--- config.mk ---
export PLATFORM = sky130hd
export DESIGN_NAME = timer_core
export DESIGN_NICKNAME = d
export VERILOG_FILES = /design/src/inc/timer_pkg.sv /design/src/logic/ext_trigger_cond.sv /design/src/logic/timer_core.sv
export SDC_FILE = /design/constraint.sdc
export NUM_CORES = 1
export LEC_CHECK = 0
export BUFFER_PORTS_ARGS = -buffer_cell sky130_fd_sc_hd__buf_2
export CAP_MARGIN = 20
export CELL_PAD_IN_SITES_DETAIL_PLACEMENT = 0
export CELL_PAD_IN_SITES_GLOBAL_PLACEMENT = 1
export CORE_UTILIZATION = 42
export CTS_BUF_LIST = sky130_fd_sc_hd__clkbuf_4 sky130_fd_sc_hd__clkbuf_8
export DETAILED_ROUTE_END_ITERATION = 10
export PLACE_DENSITY_LB_ADDON = 0.1
export SLEW_MARGIN = 30
export SYNTH_ARGS = -nofsm -noshare
export SYNTH_HDL_FRONTEND = slang
export SYNTH_SLANG_ARGS = --single-unit
--- constraint.sdc ---
create_clock -name mclk -period 4.1 [get_ports mclk]
set_clock_uncertainty 0.15 [all_clocks]
set_input_delay 0.205 -clock mclk [delete_from_list [all_inputs] [get_ports mclk]]
set_output_delay 0.205 -clock mclk [all_outputs]
set_load 0.02 [all_outputs]
--- src/inc/timer_pkg.sv ---
// constants, codes and carriers of the timer core
package timer_pkg;

    localparam int ADDR_W = 8;
    localparam int DATA_W = 32;
    localparam int CNT_W = 16;

    // register word offsets
    localparam logic [7:0] OFS_CNT_CFG = 8'h00;
    localparam logic [7:0] OFS_MODE_CFG = 8'h04;
    localparam logic [7:0] OFS_TRIG_CFG = 8'h08;
    localparam logic [7:0] OFS_EVENT_GEN = 8'h0C;
    localparam logic [7:0] OFS_STATUS = 8'h10;
    localparam logic [7:0] OFS_COUNTER = 8'h14;
    localparam logic [7:0] OFS_PRESCALER = 8'h18;
    localparam logic [7:0] OFS_RELOAD = 8'h1C;

    // counter_config_reg fields
    localparam int CFG_CMS_LSB = 0;
    localparam int CFG_DIR_BIT = 2;
    localparam int CFG_INHIBIT_BIT = 3;
    localparam int CFG_ENABLE_BIT = 4;
    // mode_config_reg fields
    localparam int MODE_SMS_LSB = 0;
    // trigger_config_reg fields
    localparam int TRG_TSEL_LSB = 0;
    localparam int TRG_EXT_CLOCK_MODE_EN_BIT = 8;
    localparam int TRG_POL_BIT = 9;
    localparam int TRG_PSC_LSB = 12;
    localparam int TRG_FLT_LSB = 16;
    // event_generate_reg and interrupt_status_reg fields
    localparam int EVG_UPDATE_BIT = 0;
    localparam int STS_UPDATE_BIT = 0;
    localparam int STS_TRIGGER_BIT = 1;

    // reset values
    localparam logic [CNT_W-1:0] RST_RELOAD = 16'hFFFF;
    localparam logic [CNT_W-1:0] RST_PRESCALER = 16'h0000;
    localparam logic [CNT_W-1:0] RST_COUNTER = 16'h0000;

    // slave_mode_sel codes
    localparam logic [2:0] SMS_OFF = 3'h0;
    localparam logic [2:0] SMS_ENC_CH0 = 3'h1;
    localparam logic [2:0] SMS_ENC_CH1 = 3'h2;
    localparam logic [2:0] SMS_ENC_BOTH = 3'h3;
    localparam logic [2:0] SMS_RESTART = 3'h4;
    localparam logic [2:0] SMS_PAUSE = 3'h5;
    localparam logic [2:0] SMS_TRIGGER = 3'h6;
    localparam logic [2:0] SMS_EVENT_CNT = 3'h7;

    // trigger_source_sel codes
    localparam logic [2:0] TS_SOFT = 3'h0;
    localparam logic [2:0] TS_CH0 = 3'h1;
    localparam logic [2:0] TS_CH1 = 3'h2;
    localparam logic [2:0] TS_EXT = 3'h3;
    localparam logic [2:0] TS_CH0_BOTH = 3'h4;
    localparam logic [2:0] TS_INT0 = 3'h5;
    localparam logic [2:0] TS_INT1 = 3'h6;
    localparam logic [2:0] TS_INT2 = 3'h7;

    // center_mode_sel codes
    localparam logic [1:0] CMS_EDGE = 2'h0;
    localparam logic [1:0] CMS_FALL = 2'h1;
    localparam logic [1:0] CMS_RISE = 2'h2;
    localparam logic [1:0] CMS_BOTH = 2'h3;

    typedef struct packed {
        logic [1:0] centerModeSel;
        logic updateEventInhibit;
        logic counterEnable;
    } cnt_cfg_s;

    typedef struct packed {
        logic [2:0] triggerSourceSel;
        logic extClockModeEn;
        logic extTriggerPolarity;
        logic [1:0] extTriggerPrescale;
        logic [3:0] extTriggerFilterSel;
    } trig_cfg_s;

    function automatic logic isEncoder(input logic [2:0] sms);
        isEncoder = (sms == SMS_ENC_CH0) || (sms == SMS_ENC_CH1) ||
            (sms == SMS_ENC_BOTH);
    endfunction : isEncoder

endpackage : timer_pkg

--- src/logic/ext_trigger_cond.sv ---
// external trigger pin conditioning: polarity, divider, digital filter
`timescale 1ns/1ps
module ext_trigger_cond import timer_pkg::*; (
    // clock and reset
    input wire logic mclk,
    input wire logic reset,
    input wire logic clkEnable,
    // pin and config
    input wire logic extTriggerPin,
    input wire logic polarity,
    input wire logic [1:0] prescale,
    input wire logic [3:0] filterSel,
    // conditioned level
    output logic filteredLevel
);

    logic polLevel;
    logic prev_reg;
    logic [2:0] div_reg;
    logic divLevel;
    logic [3:0] stable_reg;
    logic filt_reg;

    assign polLevel = extTriggerPin ^ polarity;
    assign filteredLevel = filt_reg;

    // a 3-bit edge count gives divide by 1, 2, 4 or 8
    always_comb
    begin
        case (prescale)
            2'h0: divLevel = polLevel;
            2'h1: divLevel = div_reg[0];
            2'h2: divLevel = div_reg[1];
            default: divLevel = div_reg[2];
        endcase
    end

    always_ff @(posedge mclk)
    begin
        if (reset)
        begin
            prev_reg <= 1'b0;
            div_reg <= 3'h0;
        end
        else if (clkEnable)
        begin
            prev_reg <= polLevel;
            if (polLevel && !prev_reg)
                div_reg <= div_reg + 3'h1;
        end
    end

    // new level must persist filterSel+1 samples
    always_ff @(posedge mclk)
    begin
        if (reset)
        begin
            stable_reg <= 4'h0;
            filt_reg <= 1'b0;
        end
        else if (clkEnable)
        begin
            if (divLevel == filt_reg)
                stable_reg <= 4'h0;
            else if (stable_reg >= filterSel)
            begin
                filt_reg <= divLevel;
                stable_reg <= 4'h0;
            end
            else
                stable_reg <= stable_reg + 4'h1;
        end
    end

endmodule : ext_trigger_cond

--- src/logic/timer_core.sv ---
// 16-bit timer with clock selection and slave controller
`timescale 1ns/1ps
module timer_core import timer_pkg::*; (
    // clock and reset
    input wire logic mclk,
    input wire logic reset,
    input wire logic clkEnable,
    // register port
    input wire logic [ADDR_W-1:0] regAddr,
    input wire logic [DATA_W-1:0] regWdata,
    input wire logic regWrite,
    input wire logic regRead,
    output logic [DATA_W-1:0] regRdata,
    // pins and other timers
    input wire logic channel0Pin,
    input wire logic channel1Pin,
    input wire logic extTriggerPin,
    input wire logic ch0BothEdgeSignal,
    input wire logic [2:0] internalTrigger,
    // status
    output logic [CNT_W-1:0] counterValue,
    output logic overflowPulse,
    output logic underflowPulse,
    output logic updateEventPulse,
    output logic triggerPulse
);

    cnt_cfg_s cntCfg_reg;
    trig_cfg_s trigCfg_reg;
    logic [2:0] slaveMode_reg;
    logic dir_reg, dir_next;
    logic [CNT_W-1:0] count_reg, count_next;
    logic [CNT_W-1:0] pscPre_reg, pscShadow_reg, pscCnt_reg;
    logic [CNT_W-1:0] reloadPre_reg, reloadShadow_reg;
    logic updFlag_reg, trgFlag_reg;
    logic ch0Prev_reg, ch1Prev_reg, stiPrev_reg, extPrev_reg;
    logic [DATA_W-1:0] rdata_reg;
    logic ovf_reg, udf_reg, updPulse_reg, trgPulse_reg;

    logic extFiltered;
    logic wrCntCfg, wrMode, wrTrig, wrStatus, wrCounter, wrPsc, wrReload;
    logic softUpdate, stiLevel, stiEdge, extEdge, ch0Edge, ch1Edge;
    logic encMode, encTick, encUp, centerMode, clockSource, run, tick;
    logic restartEdge, reinit, transfer, flagWrap, ovf, udf, effDir;
    logic [CNT_W-1:0] reloadEff;
    logic [DATA_W-1:0] readValue;

    ext_trigger_cond extCond (
        .mclk(mclk),
        .reset(reset),
        .clkEnable(clkEnable),
        .extTriggerPin(extTriggerPin),
        .polarity(trigCfg_reg.extTriggerPolarity),
        .prescale(trigCfg_reg.extTriggerPrescale),
        .filterSel(trigCfg_reg.extTriggerFilterSel),
        .filteredLevel(extFiltered)
    );

    function automatic logic hit(input logic [ADDR_W-1:0] ofs);
        hit = regWrite && (regAddr == ofs);
    endfunction : hit

    assign wrCntCfg = hit(OFS_CNT_CFG);
    assign wrMode = hit(OFS_MODE_CFG);
    assign wrTrig = hit(OFS_TRIG_CFG);
    assign wrStatus = hit(OFS_STATUS);
    assign wrCounter = hit(OFS_COUNTER);
    assign wrPsc = hit(OFS_PRESCALER);
    assign wrReload = hit(OFS_RELOAD);
    assign softUpdate = hit(OFS_EVENT_GEN) && regWdata[EVG_UPDATE_BIT];

    // slave trigger select; soft source has no level
    always_comb
    begin
        case (trigCfg_reg.triggerSourceSel)
            TS_CH0: stiLevel = channel0Pin;
            TS_CH1: stiLevel = channel1Pin;
            TS_EXT: stiLevel = extFiltered;
            TS_CH0_BOTH: stiLevel = ch0BothEdgeSignal;
            TS_INT0: stiLevel = internalTrigger[0];
            TS_INT1: stiLevel = internalTrigger[1];
            TS_INT2: stiLevel = internalTrigger[2];
            default: stiLevel = 1'b0;
        endcase
    end

    assign stiEdge = stiLevel && !stiPrev_reg &&
        (trigCfg_reg.triggerSourceSel != TS_SOFT);
    assign extEdge = extFiltered && !extPrev_reg;
    assign ch0Edge = channel0Pin ^ ch0Prev_reg;
    assign ch1Edge = channel1Pin ^ ch1Prev_reg;
    assign encMode = isEncoder(slaveMode_reg);
    assign centerMode = (cntCfg_reg.centerModeSel != CMS_EDGE);

    // quadrature source per code
    always_comb
    begin
        case (slaveMode_reg)
            SMS_ENC_CH0: encTick = ch0Edge;
            SMS_ENC_CH1: encTick = ch1Edge;
            SMS_ENC_BOTH: encTick = ch0Edge || ch1Edge;
            default: encTick = 1'b0;
        endcase
    end

    assign encUp = ch0Edge ? (channel0Pin != channel1Pin)
        : (channel1Pin == channel0Pin);

    // prescaler clock source selection
    always_comb
    begin
        if (trigCfg_reg.extClockModeEn)
            clockSource = extEdge;
        else
        begin
            case (slaveMode_reg)
                SMS_ENC_CH0, SMS_ENC_CH1, SMS_ENC_BOTH:
                    clockSource = encTick;
                SMS_EVENT_CNT:
                    clockSource = stiEdge;
                default:
                    clockSource = 1'b1;
            endcase
        end
    end

    // pause ignores the both-edge source
    assign run = cntCfg_reg.counterEnable &&
        (slaveMode_reg != SMS_PAUSE || stiLevel ||
        trigCfg_reg.triggerSourceSel == TS_CH0_BOTH);
    assign tick = clockSource && run &&
        (pscCnt_reg == pscShadow_reg);

    assign restartEdge = (slaveMode_reg == SMS_RESTART) && stiEdge;
    // soft source in event mode only updates
    assign reinit = softUpdate || restartEdge;
    assign transfer = (reinit || ovf || udf) &&
        !cntCfg_reg.updateEventInhibit;
    assign flagWrap = (ovf && cntCfg_reg.centerModeSel != CMS_FALL) ||
        (udf && cntCfg_reg.centerModeSel != CMS_RISE);
    assign reloadEff = cntCfg_reg.updateEventInhibit ? reloadShadow_reg
        : reloadPre_reg;
    assign effDir = (encMode && encTick) ? !encUp : dir_reg;

    // next count and wraps
    always_comb
    begin
        count_next = count_reg;
        dir_next = dir_reg;
        ovf = 1'b0;
        udf = 1'b0;
        if (wrCntCfg && !centerMode && !encMode)
            dir_next = regWdata[CFG_DIR_BIT];
        else if (encMode && encTick)
            dir_next = effDir;
        if (reinit)
        begin
            if (!centerMode && dir_reg)
                count_next = reloadEff;
            else
                count_next = RST_COUNTER;
            if (centerMode)
                dir_next = 1'b0;
        end
        else if (wrCounter)
            count_next = regWdata[CNT_W-1:0];
        else if (tick)
        begin
            if (centerMode)
            begin
                if (!dir_reg)
                begin
                    if (count_reg + 16'h0001 >= reloadShadow_reg)
                    begin
                        count_next = reloadShadow_reg;
                        ovf = 1'b1;
                        dir_next = 1'b1;
                    end
                    else
                        count_next = count_reg + 16'h0001;
                end
                else if (count_reg <= 16'h0001)
                begin
                    count_next = RST_COUNTER;
                    udf = 1'b1;
                    dir_next = 1'b0;
                end
                else
                    count_next = count_reg - 16'h0001;
            end
            else if (!effDir)
            begin
                if (count_reg >= reloadShadow_reg)
                begin
                    count_next = RST_COUNTER;
                    ovf = 1'b1;
                end
                else
                    count_next = count_reg + 16'h0001;
            end
            else if (count_reg == RST_COUNTER)
            begin
                count_next = reloadEff;
                udf = 1'b1;
            end
            else
                count_next = count_reg - 16'h0001;
        end
    end

    always_ff @(posedge mclk)
    begin
        if (reset)
        begin
            count_reg <= RST_COUNTER;
            dir_reg <= 1'b0;
        end
        else if (clkEnable)
        begin
            count_reg <= count_next;
            dir_reg <= dir_next;
        end
    end

    // prescaler restarts on reinit
    always_ff @(posedge mclk)
    begin
        if (reset)
            pscCnt_reg <= 16'h0000;
        else if (clkEnable)
        begin
            if (reinit || tick)
                pscCnt_reg <= 16'h0000;
            else if (clockSource && run)
                pscCnt_reg <= pscCnt_reg + 16'h0001;
        end
    end

    // preloads and shadows
    always_ff @(posedge mclk)
    begin
        if (reset)
        begin
            pscPre_reg <= RST_PRESCALER;
            pscShadow_reg <= RST_PRESCALER;
            reloadPre_reg <= RST_RELOAD;
            reloadShadow_reg <= RST_RELOAD;
        end
        else if (clkEnable)
        begin
            if (wrPsc)
                pscPre_reg <= regWdata[CNT_W-1:0];
            if (wrReload)
                reloadPre_reg <= regWdata[CNT_W-1:0];
            if (transfer)
            begin
                pscShadow_reg <= pscPre_reg;
                reloadShadow_reg <= reloadPre_reg;
            end
        end
    end

    // configuration; trigger mode can only start the counter
    always_ff @(posedge mclk)
    begin
        if (reset)
        begin
            cntCfg_reg <= '0;
            trigCfg_reg <= '0;
            slaveMode_reg <= SMS_OFF;
        end
        else if (clkEnable)
        begin
            if (wrCntCfg)
            begin
                cntCfg_reg.centerModeSel <=
                    regWdata[CFG_CMS_LSB +: 2];
                cntCfg_reg.updateEventInhibit <=
                    regWdata[CFG_INHIBIT_BIT];
                cntCfg_reg.counterEnable <= regWdata[CFG_ENABLE_BIT];
            end
            if (slaveMode_reg == SMS_TRIGGER && stiEdge)
                cntCfg_reg.counterEnable <= 1'b1;
            if (wrMode)
                slaveMode_reg <= regWdata[MODE_SMS_LSB +: 3];
            if (wrTrig)
            begin
                trigCfg_reg.triggerSourceSel <=
                    regWdata[TRG_TSEL_LSB +: 3];
                trigCfg_reg.extClockModeEn <= regWdata[TRG_EXT_CLOCK_MODE_EN_BIT];
                trigCfg_reg.extTriggerPolarity <= regWdata[TRG_POL_BIT];
                trigCfg_reg.extTriggerPrescale <=
                    regWdata[TRG_PSC_LSB +: 2];
                trigCfg_reg.extTriggerFilterSel <=
                    regWdata[TRG_FLT_LSB +: 4];
            end
        end
    end

    // write-one-to-clear flags; set wins
    always_ff @(posedge mclk)
    begin
        if (reset)
        begin
            updFlag_reg <= 1'b0;
            trgFlag_reg <= 1'b0;
        end
        else if (clkEnable)
        begin
            if (transfer && (reinit || flagWrap))
                updFlag_reg <= 1'b1;
            else if (wrStatus && regWdata[STS_UPDATE_BIT])
                updFlag_reg <= 1'b0;
            if (stiEdge && slaveMode_reg >= SMS_RESTART)
                trgFlag_reg <= 1'b1;
            else if (wrStatus && regWdata[STS_TRIGGER_BIT])
                trgFlag_reg <= 1'b0;
        end
    end

    // edge history
    always_ff @(posedge mclk)
    begin
        if (reset)
        begin
            ch0Prev_reg <= 1'b0;
            ch1Prev_reg <= 1'b0;
            stiPrev_reg <= 1'b0;
            extPrev_reg <= 1'b0;
        end
        else if (clkEnable)
        begin
            ch0Prev_reg <= channel0Pin;
            ch1Prev_reg <= channel1Pin;
            stiPrev_reg <= stiLevel;
            extPrev_reg <= extFiltered;
        end
    end

    // registered event pulses
    always_ff @(posedge mclk)
    begin
        if (reset)
        begin
            ovf_reg <= 1'b0;
            udf_reg <= 1'b0;
            updPulse_reg <= 1'b0;
            trgPulse_reg <= 1'b0;
        end
        else if (clkEnable)
        begin
            ovf_reg <= ovf;
            udf_reg <= udf;
            updPulse_reg <= transfer;
            trgPulse_reg <= stiEdge;
        end
        else
        begin
            ovf_reg <= 1'b0;
            udf_reg <= 1'b0;
            updPulse_reg <= 1'b0;
            trgPulse_reg <= 1'b0;
        end
    end

    // read mux; unmapped reads 0
    always_comb
    begin
        readValue = '0;
        case (regAddr)
            OFS_CNT_CFG:
            begin
                readValue[CFG_CMS_LSB +: 2] = cntCfg_reg.centerModeSel;
                readValue[CFG_DIR_BIT] = dir_reg;
                readValue[CFG_INHIBIT_BIT] = cntCfg_reg.updateEventInhibit;
                readValue[CFG_ENABLE_BIT] = cntCfg_reg.counterEnable;
            end
            OFS_MODE_CFG: readValue[MODE_SMS_LSB +: 3] = slaveMode_reg;
            OFS_TRIG_CFG:
            begin
                readValue[TRG_TSEL_LSB +: 3] = trigCfg_reg.triggerSourceSel;
                readValue[TRG_EXT_CLOCK_MODE_EN_BIT] = trigCfg_reg.extClockModeEn;
                readValue[TRG_POL_BIT] = trigCfg_reg.extTriggerPolarity;
                readValue[TRG_PSC_LSB +: 2] = trigCfg_reg.extTriggerPrescale;
                readValue[TRG_FLT_LSB +: 4] =
                    trigCfg_reg.extTriggerFilterSel;
            end
            OFS_STATUS:
            begin
                readValue[STS_UPDATE_BIT] = updFlag_reg;
                readValue[STS_TRIGGER_BIT] = trgFlag_reg;
            end
            OFS_COUNTER: readValue[CNT_W-1:0] = count_reg;
            OFS_PRESCALER: readValue[CNT_W-1:0] = pscPre_reg;
            OFS_RELOAD: readValue[CNT_W-1:0] = reloadPre_reg;
            default: readValue = '0;
        endcase
    end

    // read data stand one cycle
    always_ff @(posedge mclk)
    begin
        if (reset)
            rdata_reg <= '0;
        else if (clkEnable)
            rdata_reg <= regRead ? readValue : '0;
    end

    assign regRdata = rdata_reg;
    assign counterValue = count_reg;
    assign overflowPulse = ovf_reg;
    assign underflowPulse = udf_reg;
    assign updateEventPulse = updPulse_reg;
    assign triggerPulse = trgPulse_reg;

endmodule : timer_core

==> flow_summary_export.csv <==
group,metric,value,unit
placed_design,gp_congestion,0.925,
synth,ys_seq_area_share,31.2,%
flow_run,cap_violations,0,
grt,grt_pass1_wl,51000,µm
drt,ant_nets,0,
drt,vias,9334,
grt,grt_max_degree,58,
synth,yosys.area.top_type,"dfxtp_1",
worst_hold_path,holdPathStages,5,
layout,drive_gt1_share,15.5,%
synth,synthTopCellsByArea,"dfxtp_1 31%, mux2i_1 7.7%, nand2_1 6.7%, ha_1 5.4%, a21oi_1 4.6%",
sta,hold_viol_final,0,
grt,grt_pass1_vias,8861,
power_and_ir_drop,p_leak,4.61,nW
drt,wl_per_cell,20.3,µm
drt,postRouteWirelength,33000,µm
floorplanning,die_w,155,µm
drt,drtIter0Drc,803,
clock_tree,postCtsSetupBuffers,0,
power_and_ir_drop,fin_total_pwr,2.89,mW
setup_path,timing.reg2reg.setup_slack,0.30,ns
clock_tree,cts_buffer_depth,2,
setup_path,rr_startpoint,"counterValue[2]",
sta,grt_setup_unrepaired,"no",
worst_hold_path,hold_end,"stiPrev_reg",
setup_path,reg2reg_depth,14,
grt,grt_usage,27.6,%
sta,min_period,3.80,ns
floorplanning,die_y,155,µm
sta,fin_tns_setup,0,ns
outcome,status,"complete, no violations",
setup_path,r2r-end,"reloadShadow_reg[10]",
setup_path,crit_type,"flop to flop",
floorplanning,core_area,22800,µm²
layout,nFillCells,2331,
sta,max_freq,0.263,GHz
layout,syn2layout_area_growth,13.4,%
synth,ys.flop_type,"dfxtp_1",
grt,antenna_found_initial,0,
placed_design,placement.io_buffers,79,
layout,insertedDiodeCount,0,
drt,via_per_inst,5.74,
clock_tree,cts_sinks,154,
setup_path,endpoint_kind,"flop",
synth,ys_ff_latch,154,
setup_path,start_kind,"flop",
sta,whs,0.0649,ns
sta,slew_headroom,49.8,%
grt,grt_overflow,0,
floorplanning,dieArea,24100,µm²
sta,setup_violations,0,
clock_tree,h-tree-depth,4,
synth,synth.avg_cell_area,8.05,µm²
placed_design,hpwl,23600,µm
sta,worst_pin_slew,0.754,ns
layout,largest_reg_flops,20,
setup_path,cp_max_fo,26,
power_and_ir_drop,power.density,258,nW/µm²
synth,yosysUniqueCellTypes,81,
setup_path,critPathArrivalTime,4.04,ns
synth,synth_warnings,0,
worst_hold_path,hp-class,"input port to flop",
floorplanning,io_pins,104,
worst_hold_path,hold_start,"ch0BothEdgeSignal",
sta,period_share,92.6,%
synth,synthCells,1227,
clock_tree,cts_tree,"built",
sta,drv_slew,0,
synth,async_flop_share,0,%
clock_tree,insertion_delay,0.48,ns
clock_tree,clk_pin_slew,0.10,ns
synth,yosysTopAreaCellShare,31.2,%
drt,drtPass1Iterations,5,
clock_tree,root_buffer,"clkbuf_8",
power_and_ir_drop,ir_worst_vdd,0.000173,V
floorplanning,rows,55,
synth,synth.cell_area,9880,µm²
synth,synth_edf_count,0,
layout,nNetsFinal,1394,
floorplanning,initial_core_util,43.2,%
clock_tree,numCtsBuffers,17,
setup_path,cp.required,4.34,ns
drt,drcViolationCount,0,
[per-layer routing]
layer | track usage (%) | wire [µm]
met1 | 38.7 | 15700
met2 | 43.3 | 14700
met3 | 4.01 | 1790
met4 | 9.15 | 829
met5 | 0 | 0
[cells in the mapped netlist (all sizes together), types with 18 or more instances]
library cell  instances
nor3                 18
o221ai               20
a31oi                18
nand4                23
xnor2                20
mux2i                76
buf                  40
dfxtp               154
xor2                 34
o21ai                49
nor2                 97
clkbuf               69
a21oi                91
inv                  39
nand3                34
ha                   43
nand2               177
[cell families after synthesis]
group | after synthesis | synth area share [%]
other cells | 1 | 0.0380
xor+xnor | 54 | 4.79
fa+ha+maj | 43 | 5.45
buf+inv | 149 | 6.90
compound gates | 290 | 20.1
flops | 154 | 31.2
simple gates | 442 | 21.6
mux | 94 | 9.87
[per-stage QoR]
step                instance area (µm²)  cells  util, %  worst slack (ns)
floorplan                          9920   1238        -             0.128
global placement                  10500   1568     46.1             0.179
detailed placement                10500   1568     46.2             0.118
CTS                               11200   1625     48.9            0.0888
global route                      11200   1625     49.0            0.0303
finish                            11200   1625     49.0             0.302
[power by group]
group | internal [mW] | switching, mW | total [mW]
clock | 0.526 | 0.645 | 1.17
sequential | 1.50 | 0.0104 | 1.51
combinational | 0.0669 | 0.134 | 0.201
[layout by cell type (no fill, tap or decap), types with 6 or more instances in the layout]
cell type,Yosys,final
buf_2,13,78
dlygate4sd3_1,0,25
and3_1,17,16
buf_4,15,46
o21ai_0,46,46
clkbuf_8,0,19
nor3_1,17,15
a22oi_1,17,17
a31oi_1,18,18
inv_1,39,39
conb_1,1,12
nand2_1,177,177
and4_1,6,6
nand4_1,23,23
and2_1,9,9
o211ai_1,10,10
nand3_1,34,34
a21oi_1,91,91
nor4_1,6,6
mux2_2,17,17
xnor2_1,20,20
ha_1,43,43
xor2_1,34,34
nor2b_1,10,10
dfxtp_1,154,151
mux2i_1,76,76
o2111ai_1,14,14
nor2_1,97,96
o221ai_1,20,20
a22o_1,9,9
or3_1,6,6
a211oi_1,7,7
nand2b_1,7,7
[worst max-delay path, stage by stage, from the launching register on]
cell	delay (ns)
dfxtp_1	0.46
and4_1	0.28
nand2_1	0.14
nor3_1	0.25
xnor2_1	0.18
inv_1	0.07
ha_1	0.29
nand4_1	0.19
nor3_2	0.30
a2111oi_4	0.14
nor3_1	0.27
o311ai_2	0.15
a211oi_4	0.34
buf_12	0.26
mux2i_1	0.22
[what timing repair did]
item,in CTS,in global routing
endpoints found under the hold margin,53,0
endpoints found under the setup margin,0,41
hold buffers,25,0
resized for setup,0,6
[worst max-delay path by stage]
stage	startpoint	end	slack (ns)	cells past startpoint
4_1_cts	counterValue[1]	counterValue[15]	0.09	14
6_report	counterValue[2]	reloadShadow_reg[10]	0.30	14
3_5_place_dp	counterValue[1]	counterValue[15]	0.12	14
3_3_place_gp	counterValue[1]	counterValue[15]	0.18	14
5_1_grt	counterValue[2]	reloadShadow_reg[10]	0.03	14
2_1_floorplan	counterValue[5]	pscShadow_reg[10]	0.13	16
[area by class of cell]
cell class / count / area, µm² / share of cell area (%)
clock buffer: 20 / 269 / 2.40
clock inverter: 12 / 115 / 1.03
inverter: 40 / 150 / 1.34
multi-input combinational: 935 / 6170 / 55.1
sequential: 154 / 3090 / 27.6
tap: 313 / 392 / 3.50
timing repair buffer: 151 / 1020 / 9.08
Power figures use the tool's default switching activity.
